### src/verilog/lmb_pkg.sv
// How it works
// - Four 4-bit mode fields, sticky settings
// - Pulsing bit gates active outputs at 5 kHz
// - Rate field picks blink and stretch times
// - First port rate governs all ports
// - Combine-disable bit per output, resets zero
`default_nettype none
package lmb_pkg;
  // Clock rate
  localparam int CLK_HZ = 20_000_000;
  localparam int CLK_MHZ = 20;
  // Half period of the fastest blink, in microseconds
  localparam int BLINK_BASE_US = 25_000;
  localparam int TICK_CYCLES = BLINK_BASE_US * CLK_MHZ;
  // Dimming pulse train rate
  localparam int PWM_HZ = 5_000;
  localparam int PWM_CYCLES = CLK_HZ / PWM_HZ;
  // Register indices; byte address is port*0x80 + index*4
  localparam logic [4:0] IDX_MODE = 5'h1D;
  localparam logic [4:0] IDX_BEHAV = 5'h1E;
  localparam logic [4:0] IDX_DUTY = 5'h10;
  localparam logic [4:0] IDX_STAT = 5'h11;
  // Reset values and writable bits
  localparam logic [15:0] MODE_RST = 16'h8021;
  localparam logic [15:0] BEHAV_RST = 16'h0400;
  localparam logic [15:0] BEHAV_WMASK = 16'h1DEF;
  localparam logic [7:0] DUTY_RST = 8'h80;
  // Field positions in the behaviour register
  localparam int PULSE_BIT = 12;
  localparam int RATE_LSB = 10;
  localparam int PSEL_LSB = 5;
  localparam int CDIS_LSB = 0;
  // Indicator modes served by this block
  localparam logic [3:0] MODE_LINK_ACT = 4'h0;
  localparam logic [3:0] MODE_DUP_COL = 4'h1;
  localparam logic [3:0] MODE_ACT = 4'h2;
  localparam logic [3:0] MODE_COL = 4'h3;
  localparam logic [3:0] MODE_OFF = 4'hE;
  localparam logic [3:0] MODE_ON = 4'hF;
endpackage
`default_nettype wire

### src/verilog/lmb_top.sv
`timescale 1ns/100ps
`default_nettype none
module lmb_top
  import lmb_pkg::*;
#(
  parameter int TICK_CYCLES_P = TICK_CYCLES
)
(
  input wire logic hclk,
  input wire logic hresetn,
  input wire logic hsel,
  input wire logic [31:0] haddr,
  input wire logic [1:0] htrans,
  input wire logic hwrite,
  input wire logic [2:0] hsize,
  input wire logic [31:0] hwdata,
  input wire logic hready,
  output logic hreadyout,
  output logic hresp,
  output logic [31:0] hrdata,
  input wire logic [3:0] link_up,
  input wire logic [3:0] activity,
  input wire logic [3:0] full_duplex,
  input wire logic [3:0] collision,
  output logic [3:0] indicator_output_zero,
  output logic [3:0] indicator_output_one,
  output logic [3:0] indicator_output_two,
  output logic [3:0] indicator_output_three
);

  // Prescaler must fit its 20-bit counter
  generate
    if (TICK_CYCLES_P < 1 || TICK_CYCLES_P > 20'hFFFFF)
    begin : g_bad_tick
      $error("TICK_CYCLES_P out of range");
    end
  endgenerate

  localparam logic [19:0] TICK_LAST = 20'(TICK_CYCLES_P - 1);
  localparam logic [11:0] PWM_LAST = 12'(PWM_CYCLES - 1);

  // Whole module state
  typedef struct packed {
    logic [3:0][15:0] mode;    // Mode select per port
    logic [3:0][15:0] behav;   // Behaviour per port
    logic [3:0][7:0] duty;     // Dimming duty per port
    logic [3:0][3:0] s1;       // First sync stage [kind][port]
    logic [3:0][3:0] s2;       // Second sync stage
    logic [19:0] pre;          // Blink tick prescaler
    logic [3:0] ticks;         // Blink tick counter
    logic [11:0] pwm;          // Dimming period counter
    logic [3:0][4:0] stretch;  // Activity stretch per port
    logic [3:0][3:0] ind;      // Indicators [port][output]
    logic dph;                 // Data phase pending
    logic dwr;                 // Pending phase is a write
    logic dmap;                // Pending address in range
    logic [1:0] dport;         // Pending port
    logic [4:0] didx;          // Pending register index
    logic [31:0] rdata;        // Read data
  } lmb_state_type;

  lmb_state_type r;
  lmb_state_type n;

  // Reset image
  function automatic lmb_state_type lmb_reset();
    lmb_state_type v;
    v = '0;
    for (int p = 0; p < 4; p++)
    begin
      v.mode[p] = MODE_RST;
      v.behav[p] = BEHAV_RST;
      v.duty[p] = DUTY_RST;
    end
    return v;
  endfunction

  // Register read view, taken from the next state so a
  // back-to-back write then read returns the new value
  function automatic logic [31:0] lmb_read(lmb_state_type v,
                                          logic [1:0] p,
                                          logic [4:0] idx);
    logic [31:0] d;
    d = '0;
    case (idx)
      IDX_MODE: d[15:0] = v.mode[p];
      IDX_BEHAV: d[15:0] = v.behav[p];
      IDX_DUTY: d[7:0] = v.duty[p];
      IDX_STAT: d[7:0] = {v.s2[3][p], v.s2[2][p], v.s2[1][p],
                          v.s2[0][p], v.ind[p]};
      default: d = '0;
    endcase
    return d;
  endfunction

  // Next-state logic
  always_comb
  begin
    logic [1:0] rate;
    logic blink;
    logic pwm_on;
    logic tick;
    logic lnk;
    logic act;
    logic dup;
    logic col;
    logic act_any;
    logic act_show;
    logic on;
    logic [3:0] m;
    lmb_state_type view;  // Read view of the state
    rate = '0;
    blink = 1'b0;
    pwm_on = 1'b0;
    tick = 1'b0;
    lnk = 1'b0;
    act = 1'b0;
    dup = 1'b0;
    col = 1'b0;
    act_any = 1'b0;
    act_show = 1'b0;
    on = 1'b0;
    m = '0;
    view = '0;
    n = r;

    // Pin inputs pass two flops before use
    n.s1[0] = link_up;
    n.s1[1] = activity;
    n.s1[2] = full_duplex;
    n.s1[3] = collision;
    n.s2 = r.s1;

    // Blink time base
    tick = (r.pre == TICK_LAST);
    n.pre = tick ? '0 : r.pre + 20'h00001;
    if (tick)
    begin
      n.ticks = r.ticks + 4'h1;
    end
    // Dimming period
    n.pwm = (r.pwm == PWM_LAST) ? '0 : r.pwm + 12'h001;

    rate = r.behav[0][RATE_LSB +: 2];
    blink = r.ticks[~rate];

    // Write in the data phase; unmapped writes vanish
    if (r.dph && r.dwr && r.dmap)
    begin
      case (r.didx)
        IDX_MODE: n.mode[r.dport] = hwdata[15:0];
        IDX_BEHAV: n.behav[r.dport] = hwdata[15:0] & BEHAV_WMASK;
        IDX_DUTY: n.duty[r.dport] = hwdata[7:0];
        default: n.dph = r.dph;
      endcase
    end

    // Address phase capture
    if (hready)
    begin
      n.dph = hsel && htrans[1];
      n.dwr = hwrite;
      n.dmap = (haddr[31:9] == '0);
      n.dport = haddr[8:7];
      n.didx = haddr[6:2];
    end

    for (int p = 0; p < 4; p++)
    begin
      lnk = r.s2[0][p];
      act = r.s2[1][p];
      dup = r.s2[2][p];
      col = r.s2[3][p];
      if (act)
      begin
        n.stretch[p] = 5'h02 << ~rate;
      end
      else if (tick && r.stretch[p] != '0)
      begin
        n.stretch[p] = r.stretch[p] - 5'h01;
      end
      // Dimming gate for this port
      pwm_on = (r.pwm < {r.duty[p], 4'h0});
      for (int k = 0; k < 4; k++)
      begin
        m = r.mode[p][4*k +: 4];
        if (r.behav[p][PSEL_LSB + k])
        begin
          act_any = act || (r.stretch[p] != '0);
          act_show = act_any;
        end
        else
        begin
          act_any = act;
          act_show = act && blink;
        end
        case (m)
          MODE_LINK_ACT: on = lnk && (r.behav[p][CDIS_LSB + k] ||
                                      !act_any || act_show);
          MODE_DUP_COL: on = dup || (!r.behav[p][CDIS_LSB + k] &&
                                     col && blink);
          MODE_ACT: on = act_show;
          MODE_COL: on = col && blink;
          MODE_ON: on = 1'b1;
          MODE_OFF: on = 1'b0;
          default: on = 1'b0;
        endcase
        n.ind[p][k] = on && (!r.behav[p][PULSE_BIT] || pwm_on);
      end
    end

    // Read data is ready by the data phase, zero wait.
    // Status takes the second sync stage only; the next
    // value of that stage is the raw first flop.
    view = n;
    view.s2 = r.s2;
    n.rdata = '0;
    if (hready && hsel && htrans[1] && !hwrite &&
        haddr[31:9] == '0)
    begin
      n.rdata = lmb_read(view, haddr[8:7], haddr[6:2]);
    end
  end

  // State register
  always_ff @(posedge hclk or negedge hresetn)
  begin
    if (!hresetn)
    begin
      r <= lmb_reset();
    end
    else
    begin
      r <= n;
    end
  end

  // Bus answers: never stall, always OKAY
  assign hreadyout = 1'b1;
  assign hresp = 1'b0;
  assign hrdata = r.rdata;

  // Indicator pins straight from flops
  generate
    for (genvar p = 0; p < 4; p++)
    begin : g_pins
      assign indicator_output_zero[p] = r.ind[p][0];
      assign indicator_output_one[p] = r.ind[p][1];
      assign indicator_output_two[p] = r.ind[p][2];
      assign indicator_output_three[p] = r.ind[p][3];
    end
  endgenerate

endmodule
`default_nettype wire

### config.mk
export PLATFORM = sky130hd
export DESIGN_NAME = lmb_top
export DESIGN_NICKNAME = d
export VERILOG_FILES = /design/src/verilog/lmb_pkg.sv /design/src/verilog/lmb_top.sv
export SDC_FILE = /design/constraint.sdc
export NUM_CORES = 1
export LEC_CHECK = 0
export ABC_AREA = 1
export ABC_CLOCK_PERIOD_IN_PS = 3600
export BUFFER_PORTS_ARGS = -buffer_cell sky130_fd_sc_hd__buf_2
export CORE_ASPECT_RATIO = 0.5
export CORE_UTILIZATION = 40
export CTS_CLUSTER_DIAMETER = 30
export DETAILED_ROUTE_END_ITERATION = 8
export HOLD_SLACK_MARGIN = 0.15
export PLACE_DENSITY = 0.66
export SLEW_MARGIN = 40
export SYNTH_ARGS = -nofsm -noshare
export SYNTH_HDL_FRONTEND = slang
export SYNTH_SLANG_ARGS = --single-unit
### constraint.sdc
create_clock -name hclk -period 3.6 [get_ports hclk]
set_clock_uncertainty 0.2 [all_clocks]
set_input_delay 0.54 -clock hclk [delete_from_list [all_inputs] [get_ports hclk]]
set_output_delay 0.54 -clock hclk [all_outputs]
set_load 0.01 [all_outputs]
# Word-level counts from Yosys, hierarchy flattened
# Cells that the tools add are included.
# totals
inputBits	90
word_cells	419
register_bits	306
out_inout_bits	50
# classes
shift	1
bitwise	1
add_sub_neg	7
n_lt_le_gt_ge	8
eq_ne	73
n_reduce_logical	202
muxes	90
# op_table
cell	n
160-bit two-way mux	1
64-bit bitwise mux	2
4-bit by 2-bit equality test with 1-bit output, second input constant	32
64-bit two-way mux	2
1-bit logical AND	84
1-bit case mux with 5 select lines	16
16-bit binary-select mux with 2-bit select	2
4-bit by 1-bit equality test with 1-bit output, second input constant	16
4-bit equality test, second input constant	16
4-bit logical NOT	16
16-bit two-way mux	4
1-bit logical OR	56
12-bit less-than comparator	4
5-bit two-way mux	8
1-bit logical NOT	37
1-bit two-way mux	37
5-bit equality test, second input constant	7
32-bit bitwise mux	1
16-bit demux with 2-bit select	1
32-bit two-way mux	1
8-bit case mux with 4 select lines	1
23-bit logical NOT	1
20-bit by 1-bit adder with 20-bit output, second input constant	1
20-bit by 19-bit equality test with 1-bit output, second input constant	1
other kinds (19)	35

# Longest topological paths before layout
# Gate-level depths: netlist of run 1.
# depth
word_depth	13
depth_mapped	15
depth_no_buf	15

# Worst setup path after synthesis of run 1
# No wires, ideal clock.
# synth_path
path_type	flip-flop to flip-flop
start	register r[188] in the netlist's numbering
end	register r (netlist bit hrdata[1])
slack_ns	1.577
setup_ns	0.079
path_stages_with_launch	15
n_path_buf	2
period_less_slack_ns	2.023
t_arrival_ns	1.744
cell_sequence	dfstp_2 buf_2 nand2_1 nand2_1 nand2_1 nand2_1 buf_2 nand2_1 nand2_1 nand2_1 nand4_1 nand3_1 nand3_1 nand3_1 a21oi_1
# synth_rtl
element	line_no	text
start, declared	lmb_top.sv:62	lmb_state_type r;
start signal, assigned	lmb_top.sv:230	r <= lmb_reset();
start signal, assigned	lmb_top.sv:234	r <= n;

==> key figures, run 1 <==
Global routing
  – First-pass GRT wire length: 77300 um
  – Vias in the first global route: 14167
  – Initial antenna violation count: 0
  – Largest net degree at the start of global routing: 72
  – GRT Total Usage: 0.236
  – Aggregate global routing overflow: 0

Placement
  – IO Port Bufs: 99
  – Area post-placement: 0.0171 mm2
  – Placer Congestion: 0.927
  – Placed cells: 2686
  – Detail Placement HPWL: 33900 um

STA
  – Slew HR: 0.567
  – Max Clk Rate: between 0.3 and 0.4 GHz
  – Slew @ Worst Pin: ~0.65 ns
  – Fin crit share: 0.815
  – Final-report setup violation count: 0
  – Final Hold Viols: 0
  – Min Tclk post-route: 2.93 ns
  – Final slew viol count: 0
  – TNS Setup: 0 ns
  – RSZ-0062 raised after global routing: no

Final layout
  – Fin area: 0.0192 mm2
  – Layout cells sized above 1: 0.141
  – Final non-filler cell total: 2809
  – Fin util: 0.485
  – Final #Nets: 2369
  – N_diodes: 0
  – Area grow syn2layout: 17.4%

Clock tree
  – Max Buffers Root-to-Sink: 3
  – # hold bufs at CTS: 35
  – Clk_lat worst skew: approximately 0.57 ns
  – CTS Sinks: 290
  – Post-CTS sizing: 0
  – Setup bufs post-CTS: 0
  – Htree depth: 2
  – CTS buffer count: 47
  – CTS tree: built
  – CTS Root Buffer Type: clkbuf_16
  – Clk slew on worst S/H paths: around 0.06 ns

Detailed routing
  – Initial DRC count: 1381
  – DRC viols: 11
  – First drt pass iteration count: 8
  – Via density: 5.29
  – Routed via count: 14850
  – Routed len/inst: 17.4 um
  – Final ANT Viol Nets: 0
  – DRT Wirelength: 48800 um

Worst setup path
  – WP data arrival: between 3 and 4 ns
  – Max incr delay on CP: 0.63 ns
  – Critical Path RT: 3.83 ns
  – CP max-delay cell: dfstp_2
  – Worst-path fanout max: 11
  – Setup crit start kind: flip-flop
  – CP cell instances: inv_1 > nand2_1 > nand2_1 > nand2_1 > nand2_1 > buf_4 > nor2_1 > nand3_1 > nand2_1 > nand3_1 > nand3_1 > nand3_1 > nand3_1 > a21oi_1
  – Crit. End Element: flip-flop
  – Path type of the worst setup path: flip-flop to flip-flop

Run status
  – Violated checks: design-rule violations
  – Status: finished with violations

Yosys
  – Synth top area share: 0.414
  – Top FF cell, synth: dfrtp_1
  – Post-synth ARST share: 1.00
  – Sequential share of the synthesized area: 0.446
  – Mapped Cells: ~2100
  – Yosys reg bits: 290
  – Synthesized area per cell: between 7 and 8 um2
  – Synth top area cells: dfrtp_1 (41%), nand2_1 (9.7%), inv_1 (8.0%)
  – Number of synthesis warnings: 0
  – Yosys top cell by area: dfrtp_1
  – Cell area after synthesis: 0.0163 mm2
  – Post-synth EDFFs: 0
  – Post-synth cell types: 45

Floorplanning
  – Full die area: 0.0417 mm2
  – Row count: 51
  – DIE WIDTH: around 290 um
  – Core area: 0.0396 mm2
  – Initial Utilization: 0.413
  – Io pins: 140
  – Die Y: 145 um

Power
  – P per Cell Area: 472 mW/mm2
  – Overall Power: 9060 uW
  – Leakage: 0.00996 uW
  – Max VDD drop: 0.307 mV

Hold path
  – Hold Path Class: flip-flop to flip-flop

Run
  – Max cap viols: 0
[worst max-delay path: cells and delay by family (launching register included)]
family | cells | cell delay (ns)
AND/OR/NAND/NOR | 11 | 1.42
flip-flops | 1 | 0.63
buffers and inverters | 2 | 0.43
AO/OA/AOI/OAI | 1 | 0.11
[worst paths after layout]
path                         start        end  slack (ns)  cells past startpoint
max in group asynchronous  hresetn     r[305]        2.02                      3
min                         n[119]     r[119]        0.15                      0
min reg2reg                 n[119]     r[119]        0.15                      0
max reg2reg                 r[188]  hrdata[3]        0.67                     14
max                         r[188]  hrdata[3]        0.67                     14
min in group asynchronous  hresetn      r[88]        0.35                      2
[placed cells by master (no fill, tap or decap), types with 6 or more instances in the layout]
cell,synthesis,layout
o21ai_0,112,112
inv_2,19,20
or2_2,28,28
conb_1,2,18
inv_1,349,348
bufinv_16,0,6
nor4_1,19,19
o22ai_1,103,103
nor2_1,158,158
nand2_1,424,424
o211ai_1,22,22
buf_2,22,98
nor2_4,11,11
xor2_1,10,10
nand3_1,158,158
clkinvlp_4,0,8
o21ai_1,38,38
nand4_1,59,59
clkbuf_16,0,48
nor3_1,35,35
ha_1,39,39
dfrtp_1,270,270
a21oi_1,80,80
buf_4,57,34
dlygate4sd3_1,0,35
dfstp_2,20,20
and2_1,8,8
inv_6,0,15
[cell usage after synthesis, types with 22 or more instances]
| cell | number |
|---|---|
| a21oi_1 | 80 |
| buf_2 | 22 |
| buf_4 | 57 |
| clkbuf_1 | 34 |
| dfrtp_1 | 270 |
| ha_1 | 39 |
| inv_1 | 349 |
| nand2_1 | 424 |
| nand3_1 | 158 |
| nand4_1 | 59 |
| nor2_1 | 158 |
| nor3_1 | 35 |
| o211ai_1 | 22 |
| o21ai_0 | 112 |
| o21ai_1 | 38 |
| o22ai_1 | 103 |
| or2_2 | 28 |
[registers in the layout, indices dropped and copies added, names as in the netlist]
register                count
hrdata                     16
indicator_output_one        4
indicator_output_three      4
indicator_output_two        4
indicator_output_zero       4
n                          16
r                         242
[per-layer routing]
| layer | up-vias | track usage | part of all wire |
|---|---|---|---|
| met5 | - | 0 | 0 |
| met4 | 0 | 0.0847 | 0.030 |
| met3 | 117 | 0.0458 | 0.083 |
| met2 | 589 | 0.376 | 0.46 |
| met1 | 7010 | 0.318 | 0.42 |
| li1 | 7134 | - | - |
[cells by family after synthesis]
group,synth area share
xor gates and xnor gates,0.00697
adders and majority gates,0.0299
other,0.000460
AOI/OAI and AO/OA,0.125
buffers and inverters,0.133
muxes,0.000689
DFF,0.446
and+or+nand+nor,0.258
[through the flow]
| stage | worst slack, ns | hold WS, ns |
|---|---|---|
| 2_1_floorplan | 1.58 | 0.0444 |
| 3_3_place_gp | 0.737 | 0.134 |
| 3_5_place_dp | 0.743 | 0.135 |
| 4_1_cts | 0.732 | 0.152 |
| 5_1_grt | 0.522 | 0.154 |
| 6_report | 0.667 | 0.150 |
[report_power, final]
part	internal [uW]	total, uW	switching (uW)
registers	3370	3460	89.3
clock network	3010	4830	1810
logic	260	770	510
[final cells by class]
cell class	count	area, um2
Fill cell	3820	20400
Sequential cell	290	7280
Multi-Input combinational cell	1358	6950
Inverter	371	1390
Clock buffer	52	1250
Timing Repair Buffer	172	1190
Tap cell	530	663
Clock inverter	36	455
Note: power is estimated with default switching activity, not from simulation.
==> inputs of run 2 (changes only) <==
ABC_CLOCK_PERIOD_IN_PS = 3000   (was 3600)
clock period = 3 ns   (was 3.6 ns; I/O delays follow)
==> key figures, run 2 (same netlist as run 1, synthesis figures left out) <==
Run status
  – Status: finished with violations
  – Violated checks: design-rule violations

STA
  – TNS Setup: 0 ns (unchanged)
  – RSZ-0062 raised after global routing: no
  – Min Tclk post-route: 2.65 ns (-0.284 ns)
  – Final slew viol count: 0 (unchanged)
  – Max Clk Rate: 0.378 GHz (+11%)
  – Slew HR: 0.517 (-0.0500)
  – Final Hold Viols: 0 (unchanged)
  – Final-report setup violation count: 0 (unchanged)
  – Final worst slack: 0.351 ns (-0.316 ns)
  – Fin crit share: 0.883 (+0.0682)
  – Slew @ Worst Pin: 0.719 ns (+0.0696 ns)

Clock tree
  – Post-CTS sizing: 0 (unchanged)
  – Clk_lat worst skew: 0.58 ns (about the same)
  – Setup bufs post-CTS: 0 (unchanged)
  – Max Buffers Root-to-Sink: 3 (unchanged)
  – CTS Root Buffer Type: clkbuf_16
  – Clk slew on worst S/H paths: 0.06 ns (about the same)
  – CTS buffer count: 48 (+2.1%)
  – CTS Sinks: 290 (unchanged)
  – CTS tree: built
  – Htree depth: 2 (unchanged)

Power
  – P per Cell Area: 542 mW/mm2 (+15%)
  – Max VDD drop: 0.445 mV (+45%)
  – Leakage: 0.0100 uW (+0.87%)
  – Overall Power: 10500 uW (+16%)

Detailed routing
  – Via density: 5.28 (about the same)
  – First drt pass iteration count: 8 (unchanged)
  – DRC viols: 11 (unchanged)
  – DRT Wirelength: 48800 um (about the same)
  – Routed via count: 14988 (+0.93%)
  – Initial DRC count: 1520 (+10%)
  – Routed len/inst: 17.2 um (-0.92%)
  – Final ANT Viol Nets: 0 (unchanged)

Hold path
  – Hold Path Class: flip-flop to flip-flop
  – Hold Crit Endpoint: r[126]
  – Hold path start: n[126]
  – Hold Path Cell Cnt: 0 (unchanged)

Placement
  – Area post-placement: 0.0173 mm2 (+0.82%)
  – Placer Congestion: 0.919 (-0.80%)
  – Worst slack, placed: 0.400 ns (-0.343 ns)
  – IO Port Bufs: 99 (unchanged)
  – Detail Placement HPWL: 33800 um (-0.44%)

Final layout
  – Fin util: 0.490 (+0.00550)
  – Layout cells sized above 1: 0.141 (about the same)
  – Most frequent cells in the layout: nand2_1 (424), inv_1 (348), dfrtp_1 (270), nor2_1 (158), nand3_1 (158)
  – Area grow syn2layout: 18.7%
  – Largest register FFs: 242 (unchanged)
  – Most flop-heavy register: r
  – Final #Nets: 2396 (+1.1%)
  – Most common cell after layout, fill and taps aside: nand2_1
  – Fin area: 0.0194 mm2 (+1.1%)
  – N_diodes: 0 (unchanged)

Worst setup path
  – Path type of the worst setup path: flip-flop to flip-flop
  – Reg-to-reg setup timing slack: 0.35 ns (-0.32 ns)
  – Worst-path fanout max: 15 (+4)
  – R2R depth: 11 (-3)
  – Setup crit start kind: flip-flop
  – Crit. End Element: flip-flop
  – R2r startpoint: r[32]
  – WP data arrival: 2.87 ns (-0.29 ns)
  – FF-to-FF End: hrdata[4]
  – Critical Path RT: 3.22 ns (-0.61 ns)

Global routing
  – Largest net degree at the start of global routing: 93 (+29%)
  – GRT Total Usage: 0.235 (-0.000448)
  – First-pass GRT wire length: 77500 um (+0.35%)
  – Initial antenna violation count: 0 (unchanged)
  – Vias in the first global route: 14099 (-0.48%)
  – Aggregate global routing overflow: 0 (unchanged)

Floorplanning
  – DIE WIDTH: 288 um (unchanged)
  – Core area: 0.0396 mm2 (unchanged)
  – Initial Utilization: 0.413 (unchanged)
  – Die Y: 145 um (unchanged)
  – Full die area: 0.0417 mm2 (unchanged)
  – Row count: 51 (unchanged)
  – Io pins: 140 (unchanged)

Run
  – Max cap viols: 0 (unchanged)
==> run 2: cell count changes in the layout (fill, tap and decap cells not counted), sizes merged <==
| cell | change |
|---|---|
| dlygate4sd3 | +19 |
| clkinvlp | -1 |
| buf | +7 |
| clkbuf | +3 |
| bufinv | -4 |
| clkinv | +12 |
| inv | -9 |
==> run 2: critical path: stages (launching register included) <==
cell,delay (ns)
dfrtp_1,0.44
nor2_4,0.19
nand3_4,0.27
nor2_4,0.41
buf_4,0.24
nor2_1,0.06
o21ai_0,0.15
o22ai_1,0.14
nand2_1,0.10
o21ai_1,0.07
nor2_1,0.12
nor2_1,0.08
==> run 2: area by class of cell <==
type / instances / area [um2]
clock buffer: 55 / 1250
clock inverter: 34 / 342
fill: 3756 / 20200
inverter: 371 / 1390
multi-input combinational: 1358 / 6950
sequential: 290 / 7280
tap: 530 / 663
timing repair buffer: 198 / 1520
==> run 2: worst max path at each step <==
stage | from | endpoint | slack [ns] | cells past startpoint
2_1_floorplan | r[188] | hrdata[1] | 0.98 | 14
3_3_place_gp | r[83] | hrdata[3] | 0.43 | 10
3_5_place_dp | r[85] | hrdata[3] | 0.40 | 10
4_1_cts | haddr[15] | r[39] | 0.17 | 8
5_1_grt | r[83] | hrdata[1] | 0.18 | 10
6_report | r[32] | hrdata[4] | 0.35 | 11
==> run 2: repair_timing <==
action	in CTS	in global routing
endpoints found under the setup margin	0	1
hold buffers	55	0
endpoints found under the hold margin	278	0
==> run 2: report_power, final <==
group / leakage (uW) / internal, uW / switching [uW]
combinational: 0.00554 / 341 / 625
sequential: 0.00375 / 4050 / 106
clock: 0.000759 / 3240 / 2160
==> run 2: metrics by stage <==
step | cells | hold WS, ns
6_report | 2836 | 0.148
2_1_floorplan | 2147 | -0.0456
3_5_place_dp | 2693 | 0.136
5_1_grt | 2836 | 0.156
4_1_cts | 2837 | 0.150
3_3_place_gp | 2693 | 0.132
==> run 2: per-layer routing <==
| metal | global-route usage | vias to the layer above | wire (um) |
|---|---|---|---|
| li1 | - | 7172 | - |
| met1 | 0.323 | 7094 | 20800 |
| met2 | 0.366 | 599 | 22100 |
| met3 | 0.0417 | 123 | 3950 |
| met4 | 0.0974 | 0 | 1920 |
| met5 | 0 | - | 0 |
==> inputs of run 3 (changes only) <==
CORE_UTILIZATION = 61   (was 40)
PLACE_DENSITY = 0.9   (was 0.66)
==> key figures, run 3 (same netlist as run 1, synthesis figures left out) <==
Clock tree
  – Max Buffers Root-to-Sink: 3 (unchanged)
  – Clk slew on worst S/H paths: 0.06 ns (about the same)
  – Htree depth: 2 (unchanged)
  – CTS buffer count: 37 (-23%)
  – CTS tree: built
  – Clk_lat worst skew: 0.54 ns (-0.04 ns)
  – CTS Sinks: 290 (unchanged)
  – Setup bufs post-CTS: 0 (unchanged)
  – CTS Root Buffer Type: clkbuf_16

Worst setup path
  – Setup crit start kind: flip-flop
  – Path type of the worst setup path: flip-flop to flip-flop
  – R2R depth: 12 (+1)
  – CP most frequent cell: nand3_1
  – WP data arrival: 3.03 ns (+0.16 ns)
  – Max incr delay on CP: 0.47 ns (+0.03 ns)
  – CP delay by family, top: buffers and inverters
  – Crit. End Element: flip-flop
  – CP max-delay cell: buf_4
  – WP depth: 12 (+1)
  – Critical Path End: hrdata[1]
  – Reg-to-reg setup timing slack: 0.16 ns (-0.19 ns)
  – CP cell instances: inv_2 > nor2_4 > nand3_4 > buf_4 > inv_1 > nand3_1 > o21ai_0 > o211ai_1 > nand3_1 > nand2_1 > nor2_1 > a21oi_1
  – Worst-path fanout max: 38 (+23)
  – Buf/Inv on CP: 3 (+2)
  – Worst setup startpoint: r[36]
  – Critical Path RT: 3.19 ns (-0.03 ns)
  – FF-to-FF End: hrdata[1]
  – R2r startpoint: r[36]

Final layout
  – Final #Nets: 2367 (-1.2%)
  – Fin area: 0.0185 mm2 (-4.5%)
  – Fin util: 0.719 (+0.229)
  – Final non-filler cell total: 2609 (-8.0%)
  – Fillers: 1853 (-51%)
  – Register area: 0.00728 mm2 (unchanged)
  – Area grow syn2layout: 13.4%
  – Largest register FFs: 242 (unchanged)
  – Multi-input gate area: 0.00695 mm2 (about the same)
  – Most frequent cells in the layout: nand2_1 (424), inv_1 (348), dfrtp_1 (270), nor2_1 (158), nand3_1 (158)
  – Most common cell after layout, fill and taps aside: nand2_1
  – Most flop-heavy register: r
  – Layout cells sized above 1: 0.132 (-0.00887)

STA
  – Min Tclk post-route: 2.84 ns (+0.192 ns)
  – TNS Setup: 0 ns (unchanged)
  – Final Hold Viols: 0 (unchanged)
  – Max Clk Rate: 0.352 GHz (-6.7%)
  – RSZ-0062 raised after global routing: no
  – Fin crit share: 0.947 (+0.0639)
  – Final worst slack: 0.160 ns (-0.192 ns)
  – Slew @ Worst Pin: 0.724 ns (+0.00529 ns)
  – Final-report setup violation count: 0 (unchanged)
  – Final slew viol count: 0 (unchanged)
  – Slew HR: 0.517 (about the same)

Global routing
  – Initial antenna violation count: 2 (+2)
  – Largest net degree at the start of global routing: 80 (-14%)
  – Vias in the first global route: 15185 (+7.7%)
  – Aggregate global routing overflow: 0 (unchanged)
  – First-pass GRT wire length: 78900 um (+1.8%)
  – GRT Total Usage: 0.369 (+0.133)

Hold path
  – Hold Path Class: flip-flop to flip-flop

Detailed routing
  – Final ANT Viol Nets: 0 (unchanged)
  – Highest routed layer: met4
  – Initial DRC count: 2559 (+68%)
  – Routed len/inst: 19.3 um (+12%)
  – M1 WL: 18600 um (-11%)
  – Routed via count: 15725 (+4.9%)
  – Wire length on met2: 22300 um (+0.94%)
  – First drt pass iteration count: 8 (unchanged)
  – Routed met3 length: 6500 um (+64%)
  – Via density: 6.03 (+14%)
  – DRC viols: 13 (+2)
  – DRT Wirelength: 50200 um (+2.9%)

Placement
  – Worst slack, placed: 0.374 ns (-0.0264 ns)
  – IO Port Bufs: 99 (unchanged)
  – Detail Placement HPWL: 33000 um (-2.2%)
  – Area post-placement: 0.0169 mm2 (-1.9%)
  – Placed cells: 2503 (-7.1%)
  – Placer Congestion: 0.986 (+7.2%)

Floorplanning
  – Io pins: 140 (unchanged)
  – DIE WIDTH: 233 um (-19%)
  – Full die area: 0.0275 mm2 (-34%)
  – Core area: 0.0258 mm2 (-35%)
  – Initial Utilization: 0.634 (+0.221)
  – Row count: 41 (-20%)
  – Die Y: 118 um (-19%)

Power
  – P per Cell Area: 510 mW/mm2 (-6.0%)
  – Leakage: 0.00977 uW (-2.8%)
  – Max VDD drop: 0.349 mV (-21%)

Run status
  – Violated checks: design-rule violations
  – Status: finished with violations

Run
  – Max cap viols: 0 (unchanged)
[run 3: cell count changes in the layout (fill, tap and decap cells not counted), moves of 3 or more]
cell	previous run	this run
clkinv_4	10	3
clkbuf_8	2	5
dlygate4sd3_1	54	40
buf_12	11	6
clkinvlp_4	7	4
clkbuf_16	48	37
[run 3: repair_timing]
item | 4_1_cts | 5_1_grt
endpoints found under the setup margin | 0 | 1
resized for setup | 0 | 1
endpoints found under the hold margin | 300 | 0
hold buffers | 41 | 0
[run 3: metal layers]
layer,vias up,GRT usage
met2,1111,0.566
met1,7263,0.479
met3,254,0.0984
li1,7097,-
met4,0,0.193
met5,-,0
[run 3: how the worst min path moves through the flow]
stage                 start         to  slack, ns  cells past startpoint
CTS                  n[117]     r[117]       0.15                      0
global route         n[120]     r[120]       0.15                      0
detailed placement   n[121]     r[121]       0.13                      0
global placement     n[122]     r[122]       0.13                      0
finish               n[117]     r[117]       0.15                      0
floorplan           hresetn  hrdata[0]      -0.05                      0
[run 3: stage by stage]
step / total power, uW / hold slack [ns]
2_1_floorplan: 4760 / -0.0456
6_report: 9440 / 0.148
3_3_place_gp: 5060 / 0.131
4_1_cts: 9410 / 0.150
5_1_grt: 9740 / 0.155
3_5_place_dp: 5090 / 0.135
[run 3: power by group]
group,switching (uW),internal (uW)
clock,1810,2510
sequential,115,4050
combinational,639,320
[run 3: layout make-up]
cell class                 instances  share of cell area
sequential                       290               0.393
clock inverter                    19             0.00912
tap                              344              0.0232
timing repair buffer             180              0.0696
antenna                            1            0.000135
clock buffer                      46              0.0545
inverter                         371              0.0752
multi-input combinational       1358               0.375
